`src/core/oma_consts.svh`:
```
// constants for the operating-mode and address-map block
`ifndef OMA_CONSTS_SVH
`define OMA_CONSTS_SVH
`define OMA_ADDR_W 24
`define OMA_REG_ADDR_W 4
// register offsets on the plain register port
`define OMA_OFF_FLASH_SEL 4'h0
`define OMA_OFF_SYS_CTRL 4'h1
`define OMA_OFF_BUS_CTRL 4'h2
`define OMA_OFF_AREA_WIDTH 4'h3
`define OMA_OFF_MODE_STAT 4'h4
`define OMA_OFF_PORT_FUNC 4'h5
`define OMA_OFF_PORTC_DIR 4'h6
// field positions
`define OMA_BIT_WINDOW_EN 3
`define OMA_BIT_RAM_EN 0
`define OMA_BIT_EXT_AREA_EN 5
`define OMA_BIT_LWR_OFF 2
`define OMA_AREA_MSB 23
`define OMA_AREA_LSB 21
// reset values
`define OMA_RST_FLASH_SEL 8'h00
`define OMA_RST_SYS_CTRL 8'h01
`define OMA_RST_BUS_CTRL 8'h00
`define OMA_RST_AREA_WIDTH_16 8'hFF
`define OMA_RST_AREA_WIDTH_8 8'h00
`define OMA_RST_PORT_FUNC 8'h00
`define OMA_RST_PORTC_DIR 8'h00
`define OMA_RST_MODE_CODE 4'h0
`define OMA_RST_RDATA 8'h00
`define OMA_RST_AREA 3'h0
// width register value with every area narrow
`define OMA_AREA_ALL_NARROW 8'h00
// write masks
`define OMA_MASK_FLASH_SEL 8'h08
`define OMA_MASK_SYS_CTRL 8'hBF
// address map boundaries
`define OMA_A_ROM_LOW_END 24'h010000
`define OMA_A_ROM_END 24'h060000
`define OMA_A_RSV1_END 24'h080000
`define OMA_A_RSV2_LO 24'hFF7400
`define OMA_A_RAM_LO 24'hFF7C00
`define OMA_A_RAM_END 24'hFFFC00
`define OMA_A_IO1_LO 24'hFFFE50
`define OMA_A_IO1_END 24'hFFFF08
`define OMA_A_IO2_LO 24'hFFFF28
`define OMA_A_FLASH_LO 24'hFFFFC8
`define OMA_A_FLASH_HI 24'hFFFFCB
// mode codes on flash write enable plus the three mode inputs
`define OMA_MODE_4 4'h4
`define OMA_MODE_5 4'h5
`define OMA_MODE_6 4'h6
`define OMA_MODE_7 4'h7
`define OMA_MODE_10 4'hA
`define OMA_MODE_11 4'hB
`define OMA_MODE_14 4'hE
`define OMA_MODE_15 4'hF
`endif

```
`src/core/oma_pkg.sv`:
```
// types for the operating-mode and address-map block
package oma_pkg;
   // class of operation derived from the mode inputs
   typedef enum logic [1:0] {
      OMA_CLS_EXP_NOROM = 2'b00,
      OMA_CLS_EXP_ROM = 2'b01,
      OMA_CLS_SINGLE = 2'b10,
      OMA_CLS_BAD = 2'b11
   } oma_class_type;

   // decoded target of an address
   typedef enum logic [2:0] {
      OMA_TGT_ROM = 3'b000,
      OMA_TGT_RAM = 3'b001,
      OMA_TGT_IOREG = 3'b010,
      OMA_TGT_EXTERNAL = 3'b011,
      OMA_TGT_RESERVED = 3'b100,
      OMA_TGT_FLASH_REG = 3'b101
   } oma_target_type;

   // port function summary for ports a to f
   typedef struct packed {
      logic [7:0] port_a_addr;
      logic [7:0] port_b_addr;
      logic [7:0] port_c_addr;
      logic port_d_data;
      logic port_e_data;
      logic [7:0] port_f_ctrl;
   } oma_pins_type;

   // answer of the address decoder
   typedef struct packed {
      oma_target_type target;
      logic [2:0] area;
      logic wide;
   } oma_decode_type;
endpackage : oma_pkg

```
`src/core/oma_mode_map.sv`:
```
// operating-mode control, pin function and address-map decoder
//
// Design decisions made here: the strobed register port and the register offsets.
`timescale 1ns/10ps
`include "oma_consts.svh"

module oma_mode_map (
   input wire logic i_clk_sys,
   input wire logic i_rst_n,
   input wire logic [2:0] i_mode_select_inputs,
   input wire logic i_flash_write_enable_pin,
   input wire logic [`OMA_REG_ADDR_W-1:0] i_reg_addr,
   input wire logic [7:0] i_reg_wdata,
   input wire logic i_reg_wr,
   input wire logic i_reg_rd,
   input wire logic [`OMA_ADDR_W-1:0] i_cpu_addr,
   output logic [7:0] o_reg_rdata,
   output oma_pkg::oma_decode_type o_decode,
   output oma_pkg::oma_pins_type o_pins,
   output logic o_bus_16bit,
   output logic o_rom_enable,
   output logic o_flash_prog_allowed,
   output logic o_mode_bad
);

   ////////////////////////////////////////////////////////////////////////////
   // mode capture and classification

   logic [3:0] mode_code;
   logic captured;
   oma_pkg::oma_class_type mode_class;
   oma_pkg::oma_class_type next_mode_class;
   logic flash_mode;
   logic next_flash_mode;
   logic [7:0] flash_select_control_reg;
   logic [7:0] system_control_reg;
   logic [7:0] bus_control_low_reg;
   logic [7:0] area_width;
   logic [7:0] pin_function_ctrl_one;
   logic [7:0] portc_dir;
   logic flash_reg_window_enable;
   logic internal_ram_enable;
   logic external_area_enable;
   logic expanded;

   // code of the strapped mode, taken after reset release
   always_comb begin
      next_mode_class = oma_pkg::OMA_CLS_BAD;
      next_flash_mode = 1'b0;
      unique case ({i_flash_write_enable_pin, i_mode_select_inputs})
         `OMA_MODE_4, `OMA_MODE_5: next_mode_class = oma_pkg::OMA_CLS_EXP_NOROM;
         `OMA_MODE_6: next_mode_class = oma_pkg::OMA_CLS_EXP_ROM;
         `OMA_MODE_7: next_mode_class = oma_pkg::OMA_CLS_SINGLE;
         `OMA_MODE_10, `OMA_MODE_14: begin
            next_mode_class = oma_pkg::OMA_CLS_EXP_ROM;
            next_flash_mode = 1'b1;
         end
         `OMA_MODE_11, `OMA_MODE_15: begin
            next_mode_class = oma_pkg::OMA_CLS_SINGLE;
            next_flash_mode = 1'b1;
         end
         default: next_mode_class = oma_pkg::OMA_CLS_BAD;
      endcase
   end

   // latch the mode once after reset; inputs are assumed steady afterwards
   // the strap is read once, so a later change on the pins cannot move the map
   always_ff @(posedge i_clk_sys) begin
      if (!i_rst_n) begin
         captured <= 1'b0;
         mode_code <= `OMA_RST_MODE_CODE;
         mode_class <= oma_pkg::OMA_CLS_BAD;
         flash_mode <= 1'b0;
      end else if (!captured) begin
         captured <= 1'b1;
         mode_code <= {i_flash_write_enable_pin, i_mode_select_inputs};
         mode_class <= next_mode_class;
         flash_mode <= next_flash_mode;
      end
   end

   // control bits picked out of their registers
   assign expanded = (mode_class == oma_pkg::OMA_CLS_EXP_NOROM) ||
                     (mode_class == oma_pkg::OMA_CLS_EXP_ROM);
   assign flash_reg_window_enable = flash_select_control_reg[`OMA_BIT_WINDOW_EN];
   assign internal_ram_enable = system_control_reg[`OMA_BIT_RAM_EN];
   assign external_area_enable = bus_control_low_reg[`OMA_BIT_EXT_AREA_EN];

   ////////////////////////////////////////////////////////////////////////////
   // control registers

   // flash select register: only the window enable bit is stored
   always_ff @(posedge i_clk_sys) begin
      if (!i_rst_n) begin
         flash_select_control_reg <= `OMA_RST_FLASH_SEL;
      end else if (i_reg_wr && i_reg_addr == `OMA_OFF_FLASH_SEL) begin
         flash_select_control_reg <= i_reg_wdata & `OMA_MASK_FLASH_SEL;
      end
   end

   // system control register carrying the ram enable
   always_ff @(posedge i_clk_sys) begin
      if (!i_rst_n) begin
         system_control_reg <= `OMA_RST_SYS_CTRL;
      end else if (i_reg_wr && i_reg_addr == `OMA_OFF_SYS_CTRL) begin
         system_control_reg <= i_reg_wdata & `OMA_MASK_SYS_CTRL;
      end
   end

   // bus control low register carrying the external area enable
   always_ff @(posedge i_clk_sys) begin
      if (!i_rst_n) begin
         bus_control_low_reg <= `OMA_RST_BUS_CTRL;
      end else if (i_reg_wr && i_reg_addr == `OMA_OFF_BUS_CTRL) begin
         bus_control_low_reg <= i_reg_wdata;
      end
   end

   // per-area access width, one bit per area, 1 means 16-bit
   always_ff @(posedge i_clk_sys) begin
      if (!i_rst_n) begin
         area_width <= `OMA_RST_AREA_WIDTH_8;
      end else if (!captured) begin
         area_width <= (next_mode_class == oma_pkg::OMA_CLS_EXP_NOROM &&
                        !i_mode_select_inputs[0]) ?
                       `OMA_RST_AREA_WIDTH_16 : `OMA_RST_AREA_WIDTH_8;
      end else if (i_reg_wr && i_reg_addr == `OMA_OFF_AREA_WIDTH) begin
         area_width <= i_reg_wdata;
      end
   end

   // pin function control: address enables of ports a and b in rom-enabled expanded modes
   always_ff @(posedge i_clk_sys) begin
      if (!i_rst_n) begin
         pin_function_ctrl_one <= `OMA_RST_PORT_FUNC;
      end else if (i_reg_wr && i_reg_addr == `OMA_OFF_PORT_FUNC) begin
         pin_function_ctrl_one <= i_reg_wdata;
      end
   end

   // port c direction: in rom-enabled expanded modes a set bit turns that pin into an address output
   always_ff @(posedge i_clk_sys) begin
      if (!i_rst_n) begin
         portc_dir <= `OMA_RST_PORTC_DIR;
      end else if (i_reg_wr && i_reg_addr == `OMA_OFF_PORTC_DIR) begin
         portc_dir <= i_reg_wdata;
      end
   end

   // read data one cycle after the strobe; unmapped reads give zero
   always_ff @(posedge i_clk_sys) begin
      if (!i_rst_n) begin
         o_reg_rdata <= `OMA_RST_RDATA;
      end else if (i_reg_rd) begin
         unique case (i_reg_addr)
            `OMA_OFF_FLASH_SEL: o_reg_rdata <= flash_select_control_reg;
            `OMA_OFF_SYS_CTRL: o_reg_rdata <= system_control_reg;
            `OMA_OFF_BUS_CTRL: o_reg_rdata <= bus_control_low_reg;
            `OMA_OFF_AREA_WIDTH: o_reg_rdata <= area_width;
            `OMA_OFF_MODE_STAT: o_reg_rdata <= {4'h0, mode_code};
            `OMA_OFF_PORT_FUNC: o_reg_rdata <= pin_function_ctrl_one;
            `OMA_OFF_PORTC_DIR: o_reg_rdata <= portc_dir;
            default: o_reg_rdata <= `OMA_RST_RDATA;
         endcase
      end else begin
         o_reg_rdata <= `OMA_RST_RDATA;
      end
   end

   ////////////////////////////////////////////////////////////////////////////
   // mode outputs and pin functions

   // pin use worked out combinationally, then registered below
   oma_pkg::oma_pins_type next_pins;

   // pin use per mode
   always_comb begin
      next_pins = '0;
      unique case (mode_class)
         oma_pkg::OMA_CLS_EXP_NOROM: begin
            next_pins.port_a_addr = 8'hFF;
            next_pins.port_b_addr = 8'hFF;
            next_pins.port_c_addr = 8'hFF;
            next_pins.port_d_data = 1'b1;
         end
         oma_pkg::OMA_CLS_EXP_ROM: begin
            next_pins.port_a_addr = pin_function_ctrl_one;
            next_pins.port_b_addr = pin_function_ctrl_one;
            next_pins.port_c_addr = portc_dir;
            next_pins.port_d_data = 1'b1;
         end
         default: next_pins = '0;
      endcase
      next_pins.port_e_data = expanded && (area_width != `OMA_AREA_ALL_NARROW);
      // in expanded modes pf5 and pf4 always control; pf3 unless disabled; pf7 clock out
      next_pins.port_f_ctrl = expanded ?
         {1'b1, 1'b0, 2'b11, !system_control_reg[`OMA_BIT_LWR_OFF], 3'b000} :
         8'h00;
   end

   // pin use, registered so every pin function comes straight from a flop
   always_ff @(posedge i_clk_sys) begin
      if (!i_rst_n) begin
         o_pins <= '0;
      end else begin
         o_pins <= next_pins;
      end
   end

   // bus width: in expanded modes wide as soon as any area is wide, narrow when all are narrow; single-chip is always narrow
   always_ff @(posedge i_clk_sys) begin
      if (!i_rst_n) begin
         o_bus_16bit <= 1'b0;
      end else begin
         o_bus_16bit <= expanded && (area_width != `OMA_AREA_ALL_NARROW);
      end
   end

   // on-chip rom is on in the rom-enabled expanded and single-chip modes; off in the two rom-less expanded ones and for unsupported straps
   always_ff @(posedge i_clk_sys) begin
      if (!i_rst_n) begin
         o_rom_enable <= 1'b0;
      end else begin
         o_rom_enable <= (mode_class == oma_pkg::OMA_CLS_EXP_ROM) ||
                         (mode_class == oma_pkg::OMA_CLS_SINGLE);
      end
   end

   // flash writing only in the boot and user program modes
   always_ff @(posedge i_clk_sys) begin
      if (!i_rst_n) begin
         o_flash_prog_allowed <= 1'b0;
      end else begin
         o_flash_prog_allowed <= flash_mode;
      end
   end

   // unsupported strap, shown only once the mode has been latched
   always_ff @(posedge i_clk_sys) begin
      if (!i_rst_n) begin
         o_mode_bad <= 1'b0;
      end else begin
         o_mode_bad <= captured && (mode_class == oma_pkg::OMA_CLS_BAD);
      end
   end

   ////////////////////////////////////////////////////////////////////////////
   // address decoder

   // decoder working signals and one hit flag per region of the map
   oma_pkg::oma_decode_type next_decode;
   logic [`OMA_ADDR_W-1:0] a;
   logic in_rom_low;
   logic in_rom_high;
   logic in_rsv_low;
   logic in_rsv_high;
   logic in_ram;
   logic in_io_low;
   logic in_io_high;
   logic in_flash;

   assign a = i_cpu_addr;

   // region compares, kept apart from the mode logic so each boundary is written once
   assign in_rom_low = (a < `OMA_A_ROM_LOW_END);
   assign in_rom_high = (a >= `OMA_A_ROM_LOW_END) && (a < `OMA_A_ROM_END);
   assign in_rsv_low = (a >= `OMA_A_ROM_END) && (a < `OMA_A_RSV1_END);
   assign in_rsv_high = (a >= `OMA_A_RSV2_LO) && (a < `OMA_A_RAM_LO);
   assign in_ram = (a >= `OMA_A_RAM_LO) && (a < `OMA_A_RAM_END);
   assign in_io_low = (a >= `OMA_A_IO1_LO) && (a < `OMA_A_IO1_END);
   assign in_io_high = (a >= `OMA_A_IO2_LO);
   assign in_flash = (a >= `OMA_A_FLASH_LO) && (a <= `OMA_A_FLASH_HI);

   // region decode with the control bits applied
   always_comb begin
      next_decode.area = a[`OMA_AREA_MSB:`OMA_AREA_LSB];
      next_decode.wide = area_width[a[`OMA_AREA_MSB:`OMA_AREA_LSB]];
      next_decode.target = expanded ? oma_pkg::OMA_TGT_EXTERNAL :
                                      oma_pkg::OMA_TGT_RESERVED;
      if (in_rom_low) begin
         if (mode_class != oma_pkg::OMA_CLS_EXP_NOROM) begin
            next_decode.target = oma_pkg::OMA_TGT_ROM;
         end
      end else if (in_rom_high) begin
         if (mode_class == oma_pkg::OMA_CLS_EXP_ROM) begin
            next_decode.target = external_area_enable ?
               oma_pkg::OMA_TGT_EXTERNAL : oma_pkg::OMA_TGT_ROM;
         end else if (mode_class == oma_pkg::OMA_CLS_SINGLE) begin
            next_decode.target = external_area_enable ?
               oma_pkg::OMA_TGT_RESERVED : oma_pkg::OMA_TGT_ROM;
         end
      end else if (in_rsv_low) begin
         next_decode.target = oma_pkg::OMA_TGT_RESERVED;
      end else if (in_rsv_high) begin
         next_decode.target = oma_pkg::OMA_TGT_RESERVED;
      end else if (in_ram) begin
         if (internal_ram_enable || !expanded) begin
            next_decode.target = oma_pkg::OMA_TGT_RAM;
         end else begin
            next_decode.target = oma_pkg::OMA_TGT_EXTERNAL;
         end
      end else if (in_io_low) begin
         next_decode.target = oma_pkg::OMA_TGT_IOREG;
      end else if (in_io_high) begin
         next_decode.target = oma_pkg::OMA_TGT_IOREG;
         if (flash_reg_window_enable && in_flash) begin
            next_decode.target = oma_pkg::OMA_TGT_FLASH_REG;
         end
      end
      if (mode_class == oma_pkg::OMA_CLS_BAD) begin
         next_decode.target = oma_pkg::OMA_TGT_RESERVED;
      end
   end

   // decode answer one cycle after the address
   always_ff @(posedge i_clk_sys) begin
      if (!i_rst_n) begin
         o_decode <= '{target: oma_pkg::OMA_TGT_RESERVED, area: `OMA_RST_AREA, wide: 1'b0};
      end else begin
         o_decode <= next_decode;
      end
   end

endmodule : oma_mode_map

```
`config.mk`:
```
export PLATFORM = sky130hd
export DESIGN_NAME = oma_mode_map
export DESIGN_NICKNAME = d
export VERILOG_FILES = /design/src/core/oma_pkg.sv /design/src/core/oma_mode_map.sv
export VERILOG_INCLUDE_DIRS = /design/src /design/src/core
export SDC_FILE = /design/constraint.sdc
export NUM_CORES = 1
export LEC_CHECK = 0
export ABC_AREA = 0
export BUFFER_PORTS_ARGS = -buffer_cell sky130_fd_sc_hd__buf_4
export CAP_MARGIN = 25
export CORE_MARGIN = 2
export CORE_UTILIZATION = 35
export DETAILED_ROUTE_END_ITERATION = 16
export PLACE_DENSITY_LB_ADDON = 0.1
export SLEW_MARGIN = 20
export SYNTH_ARGS = -nofsm -noshare
export SYNTH_HDL_FRONTEND = slang
export SYNTH_SLANG_ARGS = --single-unit
```
`constraint.sdc`:
```
create_clock -name i_clk_sys -period 3.45 [get_ports i_clk_sys]
set_clock_uncertainty 0.05 [all_clocks]
set_input_delay 0.345 -clock i_clk_sys [delete_from_list [all_inputs] [get_ports i_clk_sys]]
set_output_delay 0.345 -clock i_clk_sys [all_outputs]
set_load 0.02 [all_outputs]
```
; ---- Word-level counts from Yosys, hierarchy flattened
; Index checks and enable logic that the tools add are counted.
[word_totals]
out_inout_bits = 53
register_bits = 100
wordCells = 118
input_bits = 44
[op_classes]
magnitude_cmp = 15
bitwise_logic = 1
reduce_logical = 34
muxes = 26
eq_ne = 18
[ops]
columns = op, count
row1 = 24-bit >= comparator (second input constant), 5
row2 = 24-bit less-than comparator (second input constant), 3
row3 = 8-bit one-hot mux with 7 select lines, 1
row4 = 25-bit one-hot mux with 2 select lines, 1
row5 = 3-bit two-way mux, 13
row6 = 8-bit two-way mux, 4
row7 = 4-bit by 3-bit equality test with 1-bit output (second input constant), 7
row8 = 24-bit by 17-bit >= comparator with 1-bit output (second input constant), 1
row9 = 24-bit by 19-bit >= comparator with 1-bit output (second input constant), 1
row10 = 24-bit less-or-equal comparator (second input constant), 1
row11 = 24-bit by 17-bit less-than comparator with 1-bit output (second input constant), 1
row12 = 24-bit by 19-bit less-than comparator with 1-bit output (second input constant), 1
row13 = 24-bit by 20-bit less-than comparator with 1-bit output (second input constant), 1
row14 = 4-bit equality test (second input constant), 4
row15 = 1-bit logical AND, 16
row16 = 4-bit by 2-bit equality test with 1-bit output (second input constant), 2
row17 = 8-bit nonzero test, 1
row18 = 2-bit one-hot mux with 3 select lines, 1
row19 = 3-bit OR reduction, 2
row20 = 2-bit equality test (second input constant), 2
row21 = 4-bit by 1-bit equality test with 1-bit output (second input constant), 1
row22 = 2-bit logical NOT, 2
row23 = 4-bit logical NOT, 1
row24 = 3-bit by 4-bit less-than comparator with 1-bit output (second input constant), 1
row25 = other kinds (12), 21

; ---- Longest topological paths before layout
[depth]
depth_word = 11
depth_mapped = 7
ltp_nobuf = 7

; ---- Worst setup path after synthesis
; No wires, ideal clock.
[synth_timing]
path_type = register -> register
from = register mode_class[0]
to = register o_pins[17] (netlist bit)
stages_incl_launch_ff = 7
setup_time_ns = 0.128
path_buffers = 2
setup_slack_ns = 1.655
arrival_ns = 1.617
cell_sequence = dfxtp_1 -> inv_1 -> ha_1 -> clkbuf_1 -> o21ai_1 -> clkbuf_1 -> nor2_1
[synth_via]
elab_chain_cells = 2
elab_cells_between_ends = 3
classes_between = eq/ne: 1 / mux: 1 / reduce/logical: 1
[synth_rtl]
columns = element, line
row1 = from (decl), oma_mode_map.sv:31  ; oma_pkg::oma_class_type mode_class;
row2 = from (signal assigned), oma_mode_map.sv:72  ; mode_class <= oma_pkg::OMA_CLS_BAD;
row3 = from (signal assigned), oma_mode_map.sv:77  ; mode_class <= next_mode_class;
row4 = 2-bit by 1-bit equality test with 1-bit output or 2-bit logical NOT (tied branches), oma_mode_map.sv:179  ; unique case (mode_class)
row5 = 25-bit one-hot mux with 2 select lines (*), oma_mode_map.sv:179
row6 = to (signal assigned), oma_mode_map.sv:206  ; o_pins <= next_pins;
row7 = to (decl), oma_mode_map.sv:19  ; output oma_pkg::oma_pins_type o_pins,
; Every way passes the cells marked *; elsewhere a longest branch is shown, timed or not.
; A chain may end at the register's enable or synchronous reset.

; ---- Worst setup path after layout
[layout_timing]
from = register mode_class[0]
to = register o_decode[4] (netlist bit)
[layout_via]
elab_chain_cells = 10
elab_cells_between_ends = 18
classes_between = eq/ne: 3 / mux: 11 / reduce/logical: 4
[layout_rtl]
columns = element, line
row1 = 2-bit by 1-bit equality test with 1-bit output or 2-bit logical NOT (tied branches), "oma_mode_map.sv:84, oma_mode_map.sv:285, oma_mode_map.sv:83"
row2 = 1-bit logical OR, oma_mode_map.sv:83  ; assign expanded = (mode_class == oma_pkg::OMA_CLS_EXP_NOROM) ||
row3 = 3-bit two-way mux, oma_mode_map.sv:278  ; next_decode.target = expanded ? oma_pkg::OMA_TGT_EXTERNAL :
row4 = 3-bit two-way mux, oma_mode_map.sv:304  ; end else if (in_io_high) begin
row5 = 3-bit two-way mux, oma_mode_map.sv:302  ; end else if (in_io_low) begin
row6 = 3-bit two-way mux, oma_mode_map.sv:296  ; end else if (in_ram) begin
row7 = 3-bit two-way mux, oma_mode_map.sv:294  ; end else if (in_rsv_high) begin
row8 = 3-bit two-way mux, oma_mode_map.sv:292  ; end else if (in_rsv_low) begin
row9 = 3-bit two-way mux, oma_mode_map.sv:284  ; end else if (in_rom_high) begin
row10 = 3-bit two-way mux, oma_mode_map.sv:280  ; if (in_rom_low) begin
row11 = to (signal assigned), oma_mode_map.sv:318  ; o_decode <= '{target: oma_pkg::OMA_TGT_RESERVED, area: `OMA_RST_AREA, wide: 1'b0};
row12 = to (signal assigned), oma_mode_map.sv:320  ; o_decode <= next_decode;
row13 = to (decl), oma_mode_map.sv:18  ; output oma_pkg::oma_decode_type o_decode,
; Several ways; a longest one is shown, not always the timed one.

==> key figures <==
Drt
  – Vias per inst: 5.04
  – Avg WL per Cell: 15.5 µm
  – DR iter-0 viols: 125
  – Vias: 3166
  – Antenna violation net count after detailed routing: 0
  – Routed WL: 9.73 mm
  – Drt pass-1 iters: 4
  – Remaining DRCs: 0

Place
  – HPWL Detailed: 7.01 mm
  – Total placed cells including tap cells: 612
  – Post-Place Setup Slack: 1.03 ns
  – Placer Congestion: 0.818
  – Count of input and output buffers: 90
  – Placed inst area: 4460 µm²

Finish
  – Layout Utilization: 45.1%
  – Share of layout cells above drive strength 1: 25.0%
  – Max reg flops: 18
  – Seq. cell area: 1700 µm²
  – Commonest non-fill, non-tap cell in the layout: buf_4
  – Most frequent cells in the layout: 93 x buf_4, 85 x dfxtp_1, 48 x nor2_1, 36 x nor2b_1, 34 x mux2i_1
  – Area of the multi-input gates: 1880 µm²
  – Top reg by flops: o_pins
  – NumNets Final: 535
  – Non-Filler Instances: 628
  – Ant. Diodes: 0
  – Filler Cell Count: 1050
  – P&R area growth vs syn: 24.3%
  – Final instance area: 4700 µm²

Timing
  – Final worst-path cycle share: 70.2%
  – Worst slew margin: 44.9%
  – Setup ws final: 1.03 ns
  – WHS: 0.191 ns
  – Slew Viols, Final: 0
  – Unrepaired setup endpoints after global routing: no
  – Final setup fails: 0
  – Final Hold Fails: 0
  – Fin crit period: 2.42 ns
  – Worst Tran Pin Value: 0.827 ns
  – Setup TNS: 0 ns
  – Max frequency: 413 MHz

GRT
  – GR Overflow Total: 0
  – Largest net degree at the start of global routing: 58
  – GR Util met3: 2.89%
  – Antenna violations before repair: 0
  – Met2 usage: 26.6%
  – Vias in the first global route: 2901
  – First-pass GRT wire length: 15.0 mm
  – Busiest layer in global routing: met2
  – Grt met1 use: 23.1%
  – All-layer global routing usage: 16.8%

Logic synthesis
  – #FFs+latches synth: 85
  – Post-Synthesis Cell Area: 3780 µm²
  – Seq/Total Area, Yosys: 45.0%
  – Library cells used by synthesis: 48
  – Cells after synthesis: 415
  – Synth Flop Type: dfxtp_1
  – Syn_area_per_cell: 9.11 µm²
  – Yosys warning total: 0
  – Number of synthesized flops with an enable pin: 0
  – FFs w/ async S/R, synth: 0%

Hold path
  – Hold Crit Class: in -> reg

Clock network
  – Clock Path Buffers: 2
  – Clock latency on the worst-skew pair: 0.36 ns
  – Cts hold-fix bufs: 0
  – Clk sink count: 85
  – CTS root buffer: clkbuf_8
  – Post-CTS Repair Setup Buffers: 0
  – Total CTS buffers: 9
  – Post-CTS sizing: 0
  – Worst-path clk slew: 0.08 ns
  – CTS tree: done
  – H-Tree Depth: 3

Outcome
  – Status: complete, no violations

Setup path
  – Critical path type: reg -> reg
  – CP Capture Type: flip-flop
  – Flop2flop setup slack: 1.03 ns
  – Startpoint Class: flip-flop
  – Worst endpoint data arrival time: 2.66 ns
  – Crit Path Max Fanout: 20
  – Req. time, crit path: 3.69 ns

Floorplanning
  – Die area: 11700 µm²
  – Row count: 37
  – Die X: 108 µm
  – Core Footprint: 10400 µm²
  – Boundary Pins: 97
  – Vert. Die Dim: 108 µm
  – Starting Density: 36.3%

Job
  – Maxcap violations: 0

Power and ir drop
  – Peak VDD IR: 202 µV
  – LEAKAGE: 1.98 nW
  – Pwr dens: 448 nW/µm²
  – Total chip power: 2.11 mW
==> critical path, cell delays in order, from the launching register on <==
cell and delay, ns:
dfxtp_1 0.36, inv_1 0.10, ha_1 0.70, or3b_2 0.52
a31oi_1 0.22, o21a_1 0.18, o21ai_0 0.08, a31oi_1 0.15
==> cell type report <==
type,count,share of cell area [%]
multi-input combinational,294,39.9
sequential,85,36.2
timing repair buffer,93,14.8
tap,136,3.62
clock buffer,11,2.79
clock inverter,5,2.29
inverter,4,0.319
==> report_power, final <==
group	internal, mW	total [mW]	switching (mW)
Sequential	1.01	1.03	0.0206
Clock	0.486	0.848	0.362
Combinational	0.104	0.234	0.130
Total	1.60	2.11	0.513
==> path summary, 6_finish.rpt <==
| path | from | to | depth (start not counted) |
|---|---|---|---|
| worst min-delay path | i_cpu_addr[22] | o_decode[2] | 2 |
| worst max-delay path | mode_class[0] | o_decode[4] | 7 |
| worst min register to register | system_control_reg[2] | o_pins[3] | 1 |
| worst max register to register | mode_class[0] | o_decode[4] | 7 |
==> metal layers <==
| metal | vias up | routed length, µm |
|---|---|---|
| li1 | 1573 | - |
| met1 | 1490 | 4570 |
| met2 | 92 | 4550 |
| met3 | 11 | 477 |
| met4 | 0 | 134 |
| met5 | - | 0 |
==> synth_stat cells (7+ instances only) <==
master	count	area [µm²]
buf_4	16	120
nand2_1	33	124
nor2b_1	36	225
nor2_1	48	180
nand3_1	11	55.1
o21ai_0	23	115
a21boi_0	10	75.1
a21oi_1	17	85.1
clkbuf_1	10	37.5
a22oi_1	7	52.6
dfxtp_1	85	1700
mux2i_1	34	340
==> kinds of logic after synthesis <==
kind of cell | after synthesis | synth area share (%)
AO/OA/AOI/OAI | 77 | 12.9
XOR/XNOR | 1 | 0.232
adder cells (fa/ha/maj) | 4 | 1.32
buffers and inverters | 39 | 5.66
flip-flops | 85 | 45.0
multiplexers | 43 | 12.6
other | 1 | 0.0991
AND/OR/NAND/NOR | 165 | 22.3
Power figures use the tool's default switching activity.
